===== src/pkg/mic_regs.svh =====
// Function
// - Seven request sources feed the controller.
// - Global enable, control bit 7, passes unmasked requests or blocks all.
// - Each source has an enable bit; cleared enable blocks that source.
// - Any reset clears the global enable.
// - Return-from-interrupt instruction sets the global enable again.
// - Pin, port change and timer0 flags live in the control register.
// - Write, converter, comparator, timer1 flags/enables live in peripheral registers.
// - Servicing clears global enable, pushes return address, loads vector 0004h.
// - Flags set by events regardless of any enable bit.
// - Asynchronous pin or port events are taken three or four cycles later.
// - Latency is the same for one- or two-cycle instructions.
// - Requests masked by a global-enable clear stay pending until re-enable.
// - Wake-up sets peripheral flag of the waking source, bits 7,6,3,0.
// - Wake-up by interrupt with global enable set loads vector 0004h.
// - External pin is edge triggered, polarity by edge select; sets flag.
// - Timer0 count rollover FFh to 00h sets timer0 overflow flag.
// - Change on a selected port pin sets the port change flag.
// - Converter completion sets the conversion done flag, regardless of its enable.
`ifndef MIC_REGS_SVH
`define MIC_REGS_SVH
`define MIC_CTRL_GEN      7
`define MIC_CTRL_PEIE     6
`define MIC_CTRL_T0IE     5
`define MIC_CTRL_EXTIE    4
`define MIC_CTRL_PCIE     3
`define MIC_CTRL_T0F      2
`define MIC_CTRL_EXTF     1
`define MIC_CTRL_PCF      0
`define MIC_PER_WR        7
`define MIC_PER_CONV      6
`define MIC_PER_CMP       3
`define MIC_PER_TMR1      0
`define MIC_PER_MASK      8'hC9
`define MIC_CTRL_RESET    8'h00
`define MIC_PER_RESET     8'h00
`define MIC_VECTOR        13'h0004
`define MIC_LATENCY       2'd2
`endif


===== src/pkg/mic_pkg.sv =====
package mic_pkg;
  typedef enum logic [2:0] {
    MIC_RUN   = 3'b001,
    MIC_DUMMY = 3'b010,
    MIC_VECT  = 3'b100
  } mic_state_e;
endpackage : mic_pkg


===== src/rtl/mic_edge.sv =====
`timescale 1ns/1ps
// Edge and change detector for the pin and port sources
module mic_edge #(
  parameter int WIDTH = 6
) (
  input  wire logic             core_clk,
  input  wire logic             rst_n,
  input  wire logic [WIDTH-1:0] pins,
  input  wire logic [WIDTH-1:0] pin_sel,
  input  wire logic             ext_edge_select,
  input  wire logic [2:0]       ext_bit,
  output logic                  ext_event,
  output logic                  change_event
);
  initial begin
    if (WIDTH < 1 || WIDTH > 8) $error("mic_edge WIDTH out of range");
  end
  typedef struct packed {
    logic [WIDTH-1:0] prev;
    logic             armed;
  } mic_edge_s;
  mic_edge_s st, next_st;
  logic cur_ext, old_ext;

  ////////////////////////////////////////////////////////////////////////
  // Compare against last sample; first cycle after reset only arms
  always_comb begin
    next_st       = st;
    next_st.prev  = pins;
    next_st.armed = 1'b1;
    cur_ext       = pins[ext_bit];
    old_ext       = st.prev[ext_bit];
    ext_event     = st.armed && (ext_edge_select ? (cur_ext && !old_ext)
                                                 : (!cur_ext && old_ext));
    change_event  = st.armed && |((pins ^ st.prev) & pin_sel);
  end

  always_ff @(posedge core_clk or negedge rst_n) begin
    if (!rst_n) begin
      st <= '0;
    end else begin
      st <= next_st;
    end
  end
endmodule : mic_edge


===== src/rtl/mic_irq_ctrl.sv =====
`timescale 1ns/1ps
`include "mic_regs.svh"
// Interrupt controller: flags, enables, request and vector sequencing
module mic_irq_ctrl
  import mic_pkg::*;
#(
  parameter int PINS = 6
) (
  input  wire logic            core_clk,
  input  wire logic            rst_n,
  input  wire logic [PINS-1:0] port_pins,
  input  wire logic [PINS-1:0] change_sel,
  input  wire logic [2:0]      ext_pin_index,
  input  wire logic            ext_edge_select,
  input  wire logic [7:0]      timer0_count,
  input  wire logic            timer0_tick,
  input  wire logic            conv_done,
  input  wire logic            cmp_change,
  input  wire logic            tmr1_rollover,
  input  wire logic            write_done,
  input  wire logic            asleep,
  input  wire logic            ctrl_we,
  input  wire logic [7:0]      ctrl_wdata,
  input  wire logic            per_flag_we,
  input  wire logic            per_en_we,
  input  wire logic [7:0]      per_wdata,
  input  wire logic            return_from_irq_instr,
  input  wire logic [12:0]     pc_now,
  output logic [7:0]           irq_control_reg,
  output logic [7:0]           peripheral_flag_reg,
  output logic [7:0]           peripheral_enable_reg,
  output logic                 irq_request,
  output logic                 wake,
  output logic                 take_irq,
  output logic                 stack_push,
  output logic [12:0]          push_addr,
  output logic                 pc_load,
  output logic [12:0]          pc_vector
);
  initial begin
    if (PINS < 3 || PINS > 8) $error("mic_irq_ctrl PINS out of range");
  end

  typedef struct packed {
    logic [7:0]  ctrl;
    logic [7:0]  pflag;
    logic [7:0]  pen;
    mic_state_e  fsm;
    logic        req_q;
    logic        push;
    logic [12:0] ret;
    logic        load;
  } mic_s;
  mic_s st, next_st;

  logic ext_event;
  logic change_event;
  logic t0_roll;
  logic pend;
  logic [7:0] ev_ctrl;
  logic [7:0] ev_per;

  mic_edge #(.WIDTH(PINS)) u_edge (
    .core_clk        (core_clk),
    .rst_n           (rst_n),
    .pins            (port_pins),
    .pin_sel         (change_sel),
    .ext_edge_select (ext_edge_select),
    .ext_bit         (ext_pin_index),
    .ext_event       (ext_event),
    .change_event    (change_event)
  );

  ////////////////////////////////////////////////////////////////////////
  // Pending test shared by request and wake outputs
  function automatic logic any_pending(input logic [7:0] c, input logic [7:0] f, input logic [7:0] e);
    logic per;
    per = c[`MIC_CTRL_PEIE] && |(f & e & `MIC_PER_MASK);
    return (c[`MIC_CTRL_T0IE] && c[`MIC_CTRL_T0F]) || (c[`MIC_CTRL_EXTIE] && c[`MIC_CTRL_EXTF])
        || (c[`MIC_CTRL_PCIE] && c[`MIC_CTRL_PCF]) || per;
  endfunction : any_pending

  ////////////////////////////////////////////////////////////////////////
  // Event vectors; timer0 rolls when FFh is ticked to 00h
  always_comb begin
    t0_roll = timer0_tick && (timer0_count == 8'hFF);
    ev_ctrl = '0;
    ev_ctrl[`MIC_CTRL_T0F]  = t0_roll;
    ev_ctrl[`MIC_CTRL_EXTF] = ext_event;
    ev_ctrl[`MIC_CTRL_PCF]  = change_event;
    ev_per = '0;
    ev_per[`MIC_PER_WR]   = write_done;
    ev_per[`MIC_PER_CONV] = conv_done;
    ev_per[`MIC_PER_CMP]  = cmp_change;
    ev_per[`MIC_PER_TMR1] = tmr1_rollover;
  end

  ////////////////////////////////////////////////////////////////////////
  // Register update: writes first, then events OR in so a set beats a clear
  always_comb begin
    next_st = st;
    if (ctrl_we) begin
      next_st.ctrl = ctrl_wdata;
    end
    if (per_flag_we) begin
      next_st.pflag = per_wdata & `MIC_PER_MASK;
    end
    if (per_en_we) begin
      next_st.pen = per_wdata & `MIC_PER_MASK;
    end
    next_st.ctrl  = next_st.ctrl | ev_ctrl;
    next_st.pflag = next_st.pflag | ev_per;
    if (return_from_irq_instr) begin
      next_st.ctrl[`MIC_CTRL_GEN] = 1'b1;
    end
    pend = st.ctrl[`MIC_CTRL_GEN] && any_pending(st.ctrl, st.pflag, st.pen);
    next_st.req_q = pend;
    next_st.push  = 1'b0;
    next_st.load  = 1'b0;
    // Two fixed dummy cycles after the request keep latency instruction independent
    case (st.fsm)
      MIC_RUN: begin
        if (st.req_q && pend && !ctrl_we) begin
          next_st.fsm  = MIC_DUMMY;
          next_st.ret  = pc_now;
          next_st.push = 1'b1;
          next_st.ctrl[`MIC_CTRL_GEN] = 1'b0;
        end
      end
      MIC_DUMMY: begin
        next_st.fsm  = MIC_VECT;
        next_st.load = 1'b1;
      end
      MIC_VECT: begin
        next_st.fsm = MIC_RUN;
      end
      default: begin
        next_st.fsm = MIC_RUN;
      end
    endcase
  end

  // Reset clears all flags, enables and the global enable
  always_ff @(posedge core_clk or negedge rst_n) begin
    if (!rst_n) begin
      st <= '{ctrl: `MIC_CTRL_RESET, pflag: `MIC_PER_RESET, pen: `MIC_PER_RESET,
               fsm: MIC_RUN, req_q: 1'b0, push: 1'b0, ret: 13'h0000, load: 1'b0};
    end else begin
      st <= next_st;
    end
  end

  ////////////////////////////////////////////////////////////////////////
  // Outputs; wake ignores the global enable so a masked source still wakes
  assign irq_control_reg       = st.ctrl;
  assign peripheral_flag_reg   = st.pflag;
  assign peripheral_enable_reg = st.pen;
  assign irq_request           = st.req_q;
  assign wake                  = asleep && any_pending(st.ctrl, st.pflag, st.pen);
  assign take_irq              = (st.fsm != MIC_RUN);
  assign stack_push            = st.push;
  assign push_addr             = st.ret;
  assign pc_load               = st.load;
  assign pc_vector             = `MIC_VECTOR;

  ////////////////////////////////////////////////////////////////////////
  AST_GLOBAL_BLOCKS: assert property (@(posedge core_clk) disable iff (!rst_n)
    !irq_control_reg[`MIC_CTRL_GEN] && !return_from_irq_instr |=> !irq_request)
    else $error("request without global enable");
  AST_RETURN_SETS: assert property (@(posedge core_clk) disable iff (!rst_n)
    return_from_irq_instr && !stack_push |=> irq_control_reg[`MIC_CTRL_GEN] || stack_push)
    else $error("return did not set global enable");
  AST_SERVICE_CLEARS: assert property (@(posedge core_clk) disable iff (!rst_n)
    stack_push && !$past(return_from_irq_instr) |-> !irq_control_reg[`MIC_CTRL_GEN])
    else $error("service left global enable set");
  AST_VECTOR_LOAD: assert property (@(posedge core_clk) disable iff (!rst_n)
    stack_push |=> pc_load && pc_vector == 13'h0004)
    else $error("vector not loaded after push");
  AST_LATENCY: assert property (@(posedge core_clk) disable iff (!rst_n)
    $rose(irq_request) && irq_control_reg[`MIC_CTRL_GEN] && !ctrl_we |=> ##[0:1] stack_push)
    else $error("service latency exceeded");
  AST_EXT_FLAG: assert property (@(posedge core_clk) disable iff (!rst_n)
    ext_event |=> irq_control_reg[`MIC_CTRL_EXTF])
    else $error("pin edge lost");
  AST_T0_FLAG: assert property (@(posedge core_clk) disable iff (!rst_n)
    timer0_tick && timer0_count == 8'hFF |=> irq_control_reg[`MIC_CTRL_T0F])
    else $error("timer0 rollover lost");
  AST_CONV_FLAG: assert property (@(posedge core_clk) disable iff (!rst_n)
    conv_done |=> peripheral_flag_reg[`MIC_PER_CONV])
    else $error("conversion flag lost");
  AST_SET_WINS: assert property (@(posedge core_clk) disable iff (!rst_n)
    per_flag_we && write_done |=> peripheral_flag_reg[`MIC_PER_WR])
    else $error("clear beat event");
  AST_REQ_TERM: assert property (@(posedge core_clk) disable iff (!rst_n)
    irq_request |-> $past(irq_control_reg[`MIC_CTRL_GEN]))
    else $error("request without prior enable");
endmodule : mic_irq_ctrl


===== config.mk =====
export PLATFORM = sky130hd
export DESIGN_NAME = mic_irq_ctrl
export DESIGN_NICKNAME = d
export VERILOG_FILES = /design/src/pkg/mic_pkg.sv /design/src/rtl/mic_edge.sv /design/src/rtl/mic_irq_ctrl.sv
export VERILOG_INCLUDE_DIRS = /design/src /design/src/pkg
export SDC_FILE = /design/constraint.sdc
export NUM_CORES = 1
export LEC_CHECK = 0
export ABC_AREA = 1
export BUFFER_PORTS_ARGS = -buffer_cell sky130_fd_sc_hd__buf_2
export CORE_MARGIN = 10
export CORE_UTILIZATION = 35
export CTS_CLUSTER_DIAMETER = 100
export CTS_CLUSTER_SIZE = 40
export DETAILED_ROUTE_END_ITERATION = 8
export PLACE_DENSITY_LB_ADDON = 0.25
export SLEW_MARGIN = 20
export SYNTH_ARGS = -nofsm -noshare
export SYNTH_HDL_FRONTEND = slang
export SYNTH_HIERARCHICAL = 1
export SYNTH_SLANG_ARGS = --single-unit

===== constraint.sdc =====
create_clock -name core_clk -period 2.36 [get_ports core_clk]
set_clock_uncertainty 0.2 [all_clocks]
set_input_delay 0.118 -clock core_clk [delete_from_list [all_inputs] [get_ports core_clk]]
set_output_delay 0.118 -clock core_clk [all_outputs]
set_load 0.02 [all_outputs]

* Word-level counts from Yosys, hierarchy flattened
Cells that the tools add are included.
Word-level totals: register bits after elaboration 46, input port bits 65, output and inout port bits 55, logic and storage cells 58
Cells by class: order comparisons 1, equality and inequality tests 5, multiplexer cells 15, bitwise operators 5, reduce and logical (&&, ||, !) cells 22
Operators by type and width (count):
- 14-bit two-way mux | 2
- 8-bit two-way mux | 2
- 1-bit logical AND | 13
- 8-bit bitwise AND | 1
- 8-bit equality test, second input constant | 1
- 8-bit by 3-bit OR with 8-bit output | 1
- 8-bit OR | 1
- 1-bit two-way mux | 7
- 6-bit bitwise AND | 1
- 1-bit binary-select mux with 3-bit select | 2
- 3-bit one-hot mux with 2 select lines | 1
- 6-bit OR reduction | 1
- 6-bit XOR | 1
- 3-bit by 4-bit less-than comparator with 1-bit output, second input constant | 1
- 4-bit OR reduction | 1
- 3-bit by 1-bit equality test with 1-bit output, second input constant | 1
- 3-bit by 2-bit equality test with 1-bit output, second input constant | 1
- 1-bit zero test | 3
- 1-bit logical OR | 3
- 3-bit two-way mux | 1
- 3-bit by 1-bit inequality test with 1-bit output, second input constant | 1
- 2-bit inequality test, second input constant | 1
- 2-bit AND reduction | 1

* Longest topological paths before layout
Gate-level depths: netlist of the first run.
depth in word-level cells 10, mapped depth 10, mapped depth without buffers 10

* Cells and area by module
Netlist of the first run, hierarchy kept.
Modules (own cells, without submodules):
- mic_irq_ctrl | times used 1, cells an instance 201, area an instance 1863.0 sq um
- mic_edge | times used 1, cells an instance 72, area an instance 459.2 sq um

* Worst setup path after synthesis of the first run
No wires, ideal clock.
path type flip-flop to flip-flop, start register st[16] (netlist bit), end register st, in the netlist push_addr[0], setup time 0.116 ns, arrival time 1.155 ns, setup slack 0.889 ns, stages on the path, launching flop included 7, buffers on the path 1, period minus slack after synthesis 1.471 ns, cells stage by stage dfstp_2 nand3b_4 nor2_8 nand2_4 buf_6 nand2_1 nand2_1
Between the ends: cells in the longest elaborated chain, start to end 2
RTL lines:
- from (decl) | RTL line mic_irq_ctrl.sv:54 | mic_s st, next_st;
- from (signal assigned) | RTL line mic_irq_ctrl.sv:146 | st <= '{ctrl: `MIC_CTRL_RESET, pflag: `MIC_PER_RESET, pen: `MIC_PER_RESET,
- from (signal assigned) | RTL line mic_irq_ctrl.sv:149 | st <= next_st;
- 3-bit by 1-bit equality test with 1-bit output | RTL line mic_irq_ctrl.sv:121 | case (st.fsm)
- 2-bit AND reduction (no line)
No other way between the ends. A chain may end at the register's enable or synchronous reset.

==> metrics, run 1 <==
DP Area between 2000 and 3000 um^2; hold slack 0.0167 ns; Synth Register Bits 42; largest area contributor in the netlist dfrtp_1; largest net degree at the start of global routing 29; setup bufs post-CTS 0; LEAKAGE roughly 0.0017 uW; Vert. Die Dim 101 um; Initial DRC Count 67; DP HPWL 4.67 mm; RSZ-0062 raised after global routing no; share of post-route cells with drive strength above 1 31.7%; Die Area 10300 um^2; status complete, no violations; WP data arrival 2.09 ns; setup TNS 0 ns; total power 2290 uW; H-tree depth 2; Wirelength per Cell roughly 14 um; sequential area share after synthesis 45.3%; Synth Area per Inst 8.51 um^2; area share of the largest cell type after synthesis between 40% and 50%; warnings from Yosys 6; vias in the first global route 2239; Final Hold Viols 0; I/O pin count 120; Vias approximately 2k; CP Class input port to flop; die width a little over 100 um; unique cell type count in the Yosys netlist 29; top cells by area, synth dfrtp_1, buf_4, nand2_1; # Max-Cap Violations 0; initial core utilization 36.4%; layout overhead on the synthesized area 38.1%; CTS root buffer clkbuf_8; clock latency on the worst-skew pair 0.29 ns; CTS tree yes; detailed-route DRC error count 0; Pwr Density 714 nW/um^2; CP required 2.34 ns; clk buf depth 2; Crit. End Element flop; final period utilization 89.6%; CP Launch Type input port; Vias/cell roughly 4.3; Slew Viols, Final 0; Worst slew margin between 50% and 60%; HP Class input port to flop; first-pass GRT wire length 10.5 mm; max FFs per register 13; drt total wl about 6.5 mm; number of port buffers 94; # clock sinks 42; post-layout minimum cycle time 2.11 ns; Layout Nets 461; area of the mapped netlist about 2300 um^2; CTS buffer count 5; # setup viols final 0; fmax 473 MHz; Worst-Margin Slew around 0.67 ns; antenna fix cells 0; Placed Cells a little over 400; post-synthesis cell count 273; grt ovf 0; GRT Overall Usage 12.5%; row count 29; 1st-pass router iterations 6; clk slew on worst S/H paths 0.08 ns; Placer Congestion 0.770; Core ar. 6390 um^2; ANT nets after route 0; crit path max fanout 2; Finished Layout Cells ~470; Worst IR Drop VDD 0.399 mV; initial antenna violation count 0; post-route design area 3210 um^2
## final timing paths
check	from	end	slack, ns	cells past startpoint
min in group asynchronous	rst_n	u_edge/st[4]	0.19	2
worst min register to register	push_addr[1]	push_addr[1]	0.27	2
worst max register to register	peripheral_enable_reg[3]	st[16]	0.47	7
worst max-delay path	per_wdata[3]	peripheral_flag_reg[3]	0.25	6
worst min-delay path	ctrl_we	irq_control_reg[0]	0.02	3
max in group asynchronous	rst_n	st[16]	1.10	3
## layout make-up
cell class              instances  area, um^2
fillers                       627        3180
flip-flops and latches         42        1050
clock inverters                 2        12.5
inverters                      19        78.8
multi-input cells             177         848
repair buffers                151        1040
clock buffers                   6        82.6
well taps                      77        96.3
## cells by family (layout without fill, tap and decap cells)
kind of cell | count (synthesis) | in the layout | synth area share [%]
simple gates | 135 | 135 | 27.0
other cells | 3 | 22 | 0.485
buf+inv | 73 | 178 | 21.2
compound gates | 16 | 16 | 4.04
mux | 4 | 4 | 1.94
flops | 42 | 42 | 45.3
## cells in the mapped netlist, drive strengths merged
cell type   n
nor3        3
conb        3
nand3      25
a211oi      1
dfrtp      41
buf        54
mux2        4
nand4       3
nand3b      1
inv        18
a21boi      2
nor2       10
nand2      91
a21oi       9
or2         2
dfstp       1
o21ai       3
o21a        1
clkinv      1
## critical path, stage by stage
cell and delay, ns:
dlygate4sd3_1 0.53, buf_2 0.13, a21oi_1 0.14, dlygate4sd3_1 0.57, nand2_1 0.06, dlygate4sd3_1 0.55
## layout by cell type (no fill, tap or decap)
cell type and count:
mux2_2 4, clkinv_4 1, a21oi_1 8, nand2_2 5, buf_4 2, buf_2 94
o21ai_0 2, clkinvlp_4 1, nand2_4 3, o21a_1 1, inv_4 1, clkinv_2 1
inv_1 16, nand4_1 3, conb_1 22, dfstp_2 1, nand2_1 83, o21ai_1 1
nand3_1 25, or2_2 2, nor3_1 2, a21boi_0 2, nand3b_4 1, a211oi_1 1
nor2_1 9, clkbuf_8 6, nor3_2 1, inv_2 1, nor2_8 1, dlygate4sd3_1 55
dfrtp_1 41, a21oi_2 1
## what timing repair did
item                                    CTS  global route
gates resized for setup                   0             0
endpoints found under the setup margin    0             0
hold buffers                             55             0
endpoints found under the hold margin    61             0
## power by group
group          total (uW)  internal (uW)  leakage, uW  switching, uW
clock                 481            235    0.0000472            246
combinational         841            320      0.00119            521
sequential            967            876     0.000501           90.6
total                2290           1430      0.00174            858
## through the flow
| step | setup slack, ns | utilization [%] |
|---|---|---|
| 5_1_grt | 0.208 | 50.2 |
| 2_1_floorplan | 0.889 | - |
| 6_report | 0.246 | 50.2 |
| 4_1_cts | 0.295 | 50.2 |
| 3_5_place_dp | 0.488 | 40.1 |
| 3_3_place_gp | 0.491 | 40.1 |
## metal layers
metal  GRT usage (%)  wire length, um  vias up  part of all wire, %
met5               0                0        -                    0
met3            4.56              574        4                  8.9
met1            14.1             2610      928                   40
li1                -                -     1030                    -
met4            4.39               62        0                 0.96
met2            21.2             3230       78                   50
No activity file was read; power rests on OpenSTA's default activity.
==> inputs of run 2 (changes only) <==
Settings changed: CORE_UTILIZATION 35 to 47.
==> run 2 against run 1 <==
Compared with the run above: register-to-register slack got worse by 0.11 ns; sequential cell count did not move; largest cell class unchanged; sequential power barely moved; fmax fell by 0.59%; hold slack improved by 0.016 ns; first-iteration DRC count rose by 3.0%; power rose by 4.0%; critical path type unchanged; sequential share of layout area fell by 0.11 points; count of clock-buffer cells in the layout rose by 1; via count barely moved; design area rose by 0.35%.
==> metrics, run 2 (synthesized netlist as in run 1, its figures left out) <==
status complete, no violations; # setup viols final 0 (unchanged); Vias 2039 (-0.049%); WHS Path Cells 3 (unchanged); worst r2r path cells 7 (unchanged); Layout Nets 461 (unchanged); drt total wl 6.20 mm (-4.3%); share of post-route cells with drive strength above 1 31.2% (-0.50 points); Reg power frac 40.7% (-1.5 points); Placed Cells 400 (-2.7%); largest net degree at the start of global routing 26 (-10%); clk buf depth 2 (unchanged); antenna fix cells 0 (unchanged); Pwr Density 740 nW/um^2 (+3.6%); Setup WS post-layout 0.234 ns (-0.0126 ns); vias in the first global route 2149 (-4.0%); Vert. Die Dim 90.3 um (-11%); Die Area 8150 um^2 (-21%); Placer Congestion 0.794 (+3.1%); number of port buffers 94 (unchanged); logic gate share of total power 35.1% (-1.6 points); Crit. End Element flop; DP HPWL 4.41 mm (-5.6%); CTS tree yes; Core ar. 4750 um^2 (-26%); first-pass GRT wire length 10.2 mm (-3.3%); Worst IR Drop VDD 0.560 mV (+40%); CTS buffer count 5 (unchanged); # Max-Cap Violations 0 (unchanged); die width 90.3 um (-11%); HP Class input port to flop; layout overhead on the synthesized area 38.6%; post-layout minimum cycle time 2.13 ns (+0.0126 ns); I/O pin count 120 (unchanged); ANT nets after route 0 (unchanged); Wirelength per Cell 13.4 um (-2.2%); grt ovf 0 (unchanged); clock power share 24.2% (+3.2 points); setup bufs post-CTS 0 (unchanged); fmax 470 MHz (-0.59%); row count 25 (-14%); DP Area 2540 um^2 (-0.78%); clk slew on worst S/H paths 0.07 ns (about the same); CP required 2.32 ns (-0.02 ns); Finished Layout Cells 464 (-2.1%); setup TNS 0 ns (unchanged); Slew Viols, Final 0 (unchanged); # clock sinks 42 (unchanged); post_cts resized 0 (unchanged); Final Hold Viols 0 (unchanged); crit path max fanout 2 (unchanged); post-route design area 3220 um^2 (+0.35%); GRT Overall Usage 14.9% (+2.4 points); LEAKAGE 0.00175 uW (+0.64%); detailed-route DRC error count 0 (unchanged); clock latency on the worst-skew pair 0.29 ns (about the same); Initial DRC Count 69 (+3.0%); RSZ-0062 raised after global routing no; Vias/cell 4.39 (+2.1%); WP data arrival 2.09 ns (about the same); commonest cells after routing, fill and taps aside buf_2, nand2_1, dlygate4sd3_1; CP Class input port to flop; initial antenna violation count 0 (unchanged); final period utilization 90.1% (+0.53 points); Setup WS pre-CTS 0.585 ns (+0.0972 ns); 1st-pass router iterations 4 (-2); switching share of power 35.2% (-2.3 points); max FFs per register 13 (unchanged); H-tree depth 2 (unchanged); Psw 838 uW (-2.3%); Internal 1540 uW (+7.8%); CP Launch Type input port; CTS root buffer clkbuf_8; initial core utilization 48.8% (+12 points); commonest non-fill, non-tap cell in the layout buf_2
-- run 2: cell types whose count changed in the layout (fill, tap and decap cells not counted) --
cell,change
buf_4,-1
bufinv_16,+1
clkbuf_1,+1
clkinv_2,-1
clkinvlp_4,-1
dlygate4sd3_1,+1
-- run 2: routing by layer --
| layer | track usage, % | share of wire (%) | up-vias |
|---|---|---|---|
| li1 | - | - | 1031 |
| met1 | 16.5 | 42 | 928 |
| met2 | 26.0 | 49 | 75 |
| met3 | 5.40 | 7.3 | 5 |
| met4 | 4.38 | 0.85 | 0 |
| met5 | 0 | 0 | - |
-- run 2: power by group through the flow --
stage,clock network [uW],logic (uW),registers [uW]
4_1_cts,600,845,968
6_report,576,836,968
3_3_place_gp,0,755,975
2_1_floorplan,0,705,976
3_5_place_dp,0,764,981
5_1_grt,628,912,993
-- run 2: path summary, 6_finish.rpt --
check	from	end	slack [ns]
min reg2reg	st[18]	st[18]	0.27
min	ctrl_we	irq_control_reg[1]	0.03
max reg2reg	u_edge/st[5]	irq_control_reg[0]	0.36
max in group asynchronous	rst_n	st[16]	1.15
max	per_wdata[0]	peripheral_flag_reg[0]	0.23
min in group asynchronous	rst_n	u_edge/st[6]	0.11
-- run 2: worst max-delay path: stages --
cell and delay (ns):
dlygate4sd3_1 0.54, buf_2 0.13, a21oi_1 0.12, dlygate4sd3_1 0.55, nand2_1 0.06, dlygate4sd3_1 0.56
-- run 2: cell type report --
cell class | instances | area (um^2)
clock buffer | 7 | 86.3
sequential | 42 | 1050
timing repair buffer | 151 | 1040
tap | 67 | 83.8
inverter | 19 | 78.8
multi-input combinational | 177 | 848
clock inverter | 1 | 30.0
fill | 407 | 1540
-- run 2: repair_timing --
| item | 4_1_cts | 5_1_grt |
|---|---|---|
| endpoints found under the setup margin | 0 | 0 |
| hold buffers | 56 | 0 |
| endpoints found under the hold margin | 52 | 0 |
-- run 2: metrics by stage --
stage | utilization [%] | hold WS [ns] | total power, uW
floorplan | - | -0.378 | 1680
CTS | 67.7 | 0.0123 | 2410
finish | 67.7 | 0.0330 | 2380
global route | 67.7 | 0.0650 | 2530
detailed placement | 53.4 | -0.126 | 1740
global placement | 53.4 | -0.120 | 1730
